`src/design/prcr_defines.vh`:
```
`ifndef PRCR_DEFINES_VH
`define PRCR_DEFINES_VH
`define PRCR_ADDR_W 12
`define PRCR_ADDR_SCRATCH0 12'h00a
`define PRCR_ADDR_REVISION 12'h00b
`define PRCR_ADDR_MAKER_LO 12'h00c
`define PRCR_ADDR_MAKER_HI 12'h00d
`define PRCR_ADDR_COMMIT 12'h00f
`define PRCR_ADDR_RDIV 12'h010
`define PRCR_ADDR_RCTRL 12'h011
`define PRCR_ADDR_SCRATCH1 12'h0fe
`define PRCR_ADDR_SCRATCH2 12'h0ff
`define PRCR_RST_SCRATCH 8'h00
`define PRCR_RST_RDIV 8'h01
`define PRCR_RST_RCTRL 3'h6
`define PRCR_RST_CHOICES 2'h3
`define PRCR_RST_OVERRIDE 1'b1
`define PRCR_RST_CHOICE 1'b1
`define PRCR_PULSE_IDLE 1'b0
`define PRCR_NUM_SCRATCH 3
`define PRCR_BIT_COMMIT 0
`define PRCR_BIT_DIVCLR 0
`define PRCR_BIT_CHOICE 1
`define PRCR_BIT_OVERRIDE 2
`define PRCR_RCTRL_MSB 2
`define PRCR_ZERO8 8'h00
`endif

```
`src/design/prcr_regs.v`:
```
// Operation
// - scratch byte, read/write, no effect
// - two more scratch bytes at top
// - read-only protocol revision byte
// - sixteen-bit maker code, low byte first
// - commit copies staged values to live
// - commit bit live and self-clearing
// - reference divided by eight-bit ratio
// - override bit picks pin or register
// - pin high first, low second input
// - register bit one first, zero second
// - divider clear pulse, self-clearing
// - divider clear acts without commit
`timescale 1ns/1ns
`include "prcr_defines.vh"
module prcr_regs #(
    // arbitrary neutral identity values
    parameter [7:0] PROTOCOL_REVISION = 8'h11,
    parameter [15:0] MAKER_CODE = 16'h1234
) (
    input wire mclk,
    input wire rst_n,
    input wire wr_en,
    input wire rd_en,
    input wire [11:0] addr,
    input wire [7:0] wr_data,
    output reg [7:0] rd_data,
    input wire ref_sel_pin,
    output reg [7:0] live_divide_ratio,
    output reg live_choice_by_pin_override,
    output reg live_choice_register_bit,
    output wire select_first_reference,
    output reg ref_divider_clear,
    output reg commit_pulse
);

reg [7:0] scratch_reg [0:2];
reg [7:0] rdiv_reg;
reg [2:1] rctrl_reg;
reg [7:0] rd_next;
reg [7:0] live_divide_ratio_next;
reg live_override_next;
reg live_choice_next;
reg commit_pulse_next;
reg divider_clear_next;
wire wr_scratch;
wire wr_rdiv;
wire wr_rctrl;
wire wr_commit;
integer i;

// scratch decode, shared by the write and read paths
function is_scratch;
    input [11:0] a;
    begin
        is_scratch = (a == `PRCR_ADDR_SCRATCH0)
            || (a == `PRCR_ADDR_SCRATCH1)
            || (a == `PRCR_ADDR_SCRATCH2);
    end
endfunction

function [1:0] scratch_index;
    input [11:0] a;
    begin
        case (a)
            `PRCR_ADDR_SCRATCH1:
                scratch_index = 2'h1;
            `PRCR_ADDR_SCRATCH2:
                scratch_index = 2'h2;
            default:
                scratch_index = 2'h0;
        endcase
    end
endfunction

// control byte as read back: reserved bits and the live clear read zero
function [7:0] rctrl_view;
    input [2:1] staged;
    begin
        rctrl_view = `PRCR_ZERO8;
        rctrl_view[`PRCR_BIT_OVERRIDE] = staged[`PRCR_BIT_OVERRIDE];
        rctrl_view[`PRCR_BIT_CHOICE] = staged[`PRCR_BIT_CHOICE];
    end
endfunction

assign wr_scratch = wr_en && is_scratch(addr);
assign wr_rdiv = wr_en && (addr == `PRCR_ADDR_RDIV);
assign wr_rctrl = wr_en && (addr == `PRCR_ADDR_RCTRL);
assign wr_commit = wr_en && (addr == `PRCR_ADDR_COMMIT) && wr_data[`PRCR_BIT_COMMIT];

always @(posedge mclk)
begin
    if (!rst_n)
    begin
        for (i = 0; i < `PRCR_NUM_SCRATCH; i = i + 1)
        begin
            scratch_reg[i] <= `PRCR_RST_SCRATCH;
        end
    end
    else if (wr_scratch)
    begin
        scratch_reg[scratch_index(addr)] <= wr_data;
    end
end

always @(posedge mclk)
begin
    if (!rst_n)
    begin
        rdiv_reg <= `PRCR_RST_RDIV;
    end
    else if (wr_rdiv)
    begin
        rdiv_reg <= wr_data;
    end
end

// staged selection
// upper bits dropped, so a careless host cannot corrupt them
always @(posedge mclk)
begin
    if (!rst_n)
    begin
        rctrl_reg <= `PRCR_RST_CHOICES;
    end
    else if (wr_rctrl)
    begin
        rctrl_reg <= wr_data[`PRCR_RCTRL_MSB:`PRCR_BIT_CHOICE];
    end
end

// commit copies staged
// a commit in the same cycle as a ctrl write takes the old staged byte
always @*
begin
    live_divide_ratio_next = live_divide_ratio;
    live_override_next = live_choice_by_pin_override;
    live_choice_next = live_choice_register_bit;
    if (wr_commit)
    begin
        live_divide_ratio_next = rdiv_reg;
        live_override_next = rctrl_reg[`PRCR_BIT_OVERRIDE];
        live_choice_next = rctrl_reg[`PRCR_BIT_CHOICE];
    end
end

always @*
begin
    commit_pulse_next = wr_commit;
end

always @*
begin
    divider_clear_next = wr_rctrl && wr_data[`PRCR_BIT_DIVCLR];
end

always @(posedge mclk)
begin
    if (!rst_n)
    begin
        live_divide_ratio <= `PRCR_RST_RDIV;
        live_choice_by_pin_override <= `PRCR_RST_OVERRIDE;
        live_choice_register_bit <= `PRCR_RST_CHOICE;
    end
    else
    begin
        live_divide_ratio <= live_divide_ratio_next;
        live_choice_by_pin_override <= live_override_next;
        live_choice_register_bit <= live_choice_next;
    end
end

always @(posedge mclk)
begin
    if (!rst_n)
    begin
        commit_pulse <= `PRCR_PULSE_IDLE;
        ref_divider_clear <= `PRCR_PULSE_IDLE;
    end
    else
    begin
        commit_pulse <= commit_pulse_next;
        ref_divider_clear <= divider_clear_next;
    end
end

assign select_first_reference = live_choice_by_pin_override ? ref_sel_pin
    : live_choice_register_bit;

always @*
begin
    rd_next = `PRCR_ZERO8;
    if (is_scratch(addr))
    begin
        rd_next = scratch_reg[scratch_index(addr)];
    end
    else
    begin
        case (addr)
            `PRCR_ADDR_REVISION:
                rd_next = PROTOCOL_REVISION;
            `PRCR_ADDR_MAKER_LO:
                rd_next = MAKER_CODE[7:0];
            `PRCR_ADDR_MAKER_HI:
                rd_next = MAKER_CODE[15:8];
            `PRCR_ADDR_RDIV:
                rd_next = rdiv_reg;
            `PRCR_ADDR_RCTRL:
                rd_next = rctrl_view(rctrl_reg);
            default:
                rd_next = `PRCR_ZERO8;
        endcase
    end
end

// read data holds until the next read request
always @(posedge mclk)
begin
    if (!rst_n)
    begin
        rd_data <= `PRCR_ZERO8;
    end
    else if (rd_en)
    begin
        rd_data <= rd_next;
    end
end

endmodule // prcr_regs

```
`config.mk`:
```
export PLATFORM = sky130hd
export DESIGN_NAME = prcr_regs
export DESIGN_NICKNAME = d
export VERILOG_FILES = /design/src/design/prcr_regs.v
export VERILOG_INCLUDE_DIRS = /design/src /design/src/design
export SDC_FILE = /design/constraint.sdc
export NUM_CORES = 1
export LEC_CHECK = 0
export BUFFER_PORTS_ARGS = -buffer_cell sky130_fd_sc_hd__buf_2
export CORE_AREA = 2 2 80 63
export CTS_CLUSTER_SIZE = 20
export DETAILED_ROUTE_END_ITERATION = 10
export DIE_AREA = 0 0 82 65
export PLACE_DENSITY = 0.9
export SYNTH_ARGS = -nofsm -noshare
export SYNTH_HDL_FRONTEND = slang
export SYNTH_SLANG_ARGS = --single-unit
```
`constraint.sdc`:
```
create_clock -name mclk -period 4.06 [get_ports mclk]
set_input_delay 0.406 -clock mclk [delete_from_list [all_inputs] [get_ports mclk]]
set_output_delay 0.406 -clock mclk [all_outputs]
set_load 0.005 [all_outputs]
```
==> flow_summary.ini <==
[sta]
period_needed_ps = 2420
fmax_mhz = 413
grt_setup_unrepaired = false
timing.final.setup_violations = 0
smallest_hold_slack_ps = 386
fin_skew_ps = 7.78
worst_slew_margin_rel_pct = 37.6
fin_tns_setup_ps = 0
report.final.hold_viol_count = 0
final-max-slew-violation-count = 0
layout_worst_path_cycle_share_pct = 59.6
max_slew.worst_pin.slew_ps = 927

[run]
timing.max_cap.violations = 0

[clocking]
cts_tree = yes
clock_insertion_delay_worst_skew_ps = 310
postCtsSetupBuffers = 0
cts_root_buffer = sky130_fd_sc_hd__clkbuf_8
clock_sinks = 54
clock_path_buffers = 2
cts_buffers = 5
cts_htree_levels = 2
cts_resized = 0
path_clk_slew_ps = 100
cts_hold_repair.buffers = 0

[floorplanning]
floorplan.io_pins = 46
die_area_um2 = 5330
rows = 22
die_height_um = 65
die_w_um = 82
core_area_um2 = 4620
floorplan.initialDensity_pct = 55.8

[setup_path]
end_kind = register
critical_path_arrival_ps = 2390
reg2reg_setup_slack_ps = 2420
worstSetupPathType = in2reg
critical_path.reg2reg.startpoint = rctrl_reg[1]
worstPathMaxFanout = 9
startpoint_kind_of_the_worst_setup_timing_path = input port
timing.reg2reg.worst_path_depth = 4
required_ps = 4030
reg_to_reg_endpoint = rd_data[1]

[finish]
most-common-layout-cells = sky130_fd_sc_hd__buf_2 (45), sky130_fd_sc_hd__dfxtp_1 (30), sky130_fd_sc_hd__and2_1 (24), sky130_fd_sc_hd__edfxtp_1 (24), sky130_fd_sc_hd__nand2_1 (22)
final_layout_size_suffix_gt1_share_pct = 24.7
multi_input_comb_area_um2 = 1150
fillerInstances = 387
finish.net_count = 315
layout.cells.most_common = sky130_fd_sc_hd__buf_2
max_reg_flops = 24
antenna-diode-count = 0
syn2layout_area_growth_pct = 13.0
design_area_um2 = 2910
register_area_um2 = 1320

[drt]
vias_per_cell = 5.81
initialDrtViolationCount = 207
route.vias.total = 2038
totalWireLength_mm = 6.09
routed_wire_length_per_instance_um = 17.3
drt_pre_antenna_iters = 4
ant_nets = 0
remaining_drc_errors = 0

[worst_hold_path]
worstHoldEndpoint = rdiv_reg[6]
hp-start = wr_data[6]
hold-path-cell-count = 3
hold_class = in2reg

[yosys]
post_synth_inst_count = 252
synth_area_leader_cell = sky130_fd_sc_hd__edfxtp_1
synth.yosys.warnings = 0
netlist_top_cells_area = sky130_fd_sc_hd__edfxtp_1 (28%), sky130_fd_sc_hd__dfxtp_1 (23%), sky130_fd_sc_hd__mux2i_1 (6.6%), sky130_fd_sc_hd__and2_1 (5.8%), sky130_fd_sc_hd__mux2_2 (3.9%)
seq_area_frac_synth_pct = 51.2
synth_area_um2 = 2580
synth.net_count = 277
synth.ff_latch_count = 54
post-synth-top-area-fraction_pct = 27.9
post_synth.cell_area_avg_um2 = 10.2
ys_types = 37

[power_and_ir_drop]
power_leakage_nw = 1.07
power_per_cell_area_nw_per_um2 = 342
finalPower_mw = 0.998
irDropWorstVdd_uv = 193

[placement]
hpwlAfterDp_mm = 4.43
total_placed_instance_area_um2 = 2820
place.gp.congestion = 0.950
buffer_ports.inserted = 45

[global_routing]
total_gr_overflow = 0
grt_usage_pct = 24.0
first_global_vias = 1872
antenna_violations_before_repair = 0
wire_length_of_the_first_global_routing_pass_mm = 9.37
grt_max_degree = 21

[outcome]
status = completed
## report_power, final
group	internal, mW	switching [mW]	leakage (nW)
Clock	0.141	0.187	0.0478
Sequential	0.582	0.00595	0.471
Combinational	0.0305	0.0511	0.554
Total	0.753	0.244	1.07
## area by class of cell
class / count / share of cell area [%]
Sequential cell: 54 / 45.3
Inverter: 12 / 1.55
Multi-Input combinational cell: 172 / 39.4
Clock inverter: 2 / 0.558
Tap cell: 60 / 2.58
Clock buffer: 6 / 2.83
Timing Repair Buffer: 45 / 7.73
## synth_stat cells
cell type / number
sky130_fd_sc_hd__buf_6: 1
sky130_fd_sc_hd__or4b_1: 1
sky130_fd_sc_hd__o22ai_2: 3
sky130_fd_sc_hd__a211oi_1: 2
sky130_fd_sc_hd__nand2_1: 22
sky130_fd_sc_hd__o22ai_1: 2
sky130_fd_sc_hd__nor3_1: 5
sky130_fd_sc_hd__mux2_2: 9
sky130_fd_sc_hd__a2111oi_0: 2
sky130_fd_sc_hd__buf_1: 2
sky130_fd_sc_hd__or4_4: 1
sky130_fd_sc_hd__edfxtp_1: 24
sky130_fd_sc_hd__nand2b_1: 4
sky130_fd_sc_hd__mux2i_1: 17
sky130_fd_sc_hd__o41ai_1: 2
sky130_fd_sc_hd__o21ai_0: 8
sky130_fd_sc_hd__nand4_1: 6
sky130_fd_sc_hd__nor2_1: 16
sky130_fd_sc_hd__clkinv_1: 1
sky130_fd_sc_hd__nor4_4: 2
sky130_fd_sc_hd__a21oi_1: 9
sky130_fd_sc_hd__or2_2: 2
sky130_fd_sc_hd__clkbuf_1: 8
sky130_fd_sc_hd__o211ai_1: 4
sky130_fd_sc_hd__or4_1: 3
sky130_fd_sc_hd__o21ai_1: 4
sky130_fd_sc_hd__inv_1: 11
sky130_fd_sc_hd__dfxtp_1: 30
sky130_fd_sc_hd__nand3_1: 7
sky130_fd_sc_hd__buf_2: 3
sky130_fd_sc_hd__nor4_2: 1
sky130_fd_sc_hd__and3_1: 1
sky130_fd_sc_hd__nor4_1: 7
sky130_fd_sc_hd__or4bb_1: 1
sky130_fd_sc_hd__or3b_2: 1
sky130_fd_sc_hd__nand3b_1: 6
sky130_fd_sc_hd__and2_1: 24
## logic make-up after synthesis
kind of cell,synth area share (%)
DFF,51.2
buffers and inverters,4.22
muxes,10.5
AOI/OAI and AO/OA,9.12
and+or+nand+nor,24.9
## per-stage QoR
step	utilization, %	instances	setup WS, ps
after global placement	60.9	343	1440
after global routing	63.0	351	1400
after floorplan	-	252	1820
after detailed placement	60.9	343	1360
final	63.0	351	1640
after CTS	63.0	351	1690
## how the worst max path moves through the flow
| stage | startpoint | to | slack [ps] | depth (start not counted) |
|---|---|---|---|---|
| global route | addr[4] | scratch_reg[0][3] | 1400 | 4 |
| global placement | addr[4] | scratch_reg[0][0] | 1440 | 4 |
| floorplan | addr[5] | scratch_reg[0][0] | 1820 | 4 |
| detailed placement | addr[4] | scratch_reg[0][7] | 1360 | 4 |
| finish | addr[4] | scratch_reg[0][6] | 1640 | 4 |
| CTS | addr[4] | scratch_reg[0][7] | 1690 | 4 |
## worst max-delay path, cell delays in order
cell	delay, ps
sky130_fd_sc_hd__buf_2	140
sky130_fd_sc_hd__or4_1	660
sky130_fd_sc_hd__nor4_1	750
sky130_fd_sc_hd__nand2b_1	440
## routing by layer
layer	vias up	share of wire, %	GRT usage, %
met3	4	8.5	4.60
met1	960	45	34.0
met5	-	0	0
met4	0	0.95	6.67
met2	90	45	37.3
li1	984	-	-
No activity file was read; power rests on OpenSTA's default activity.
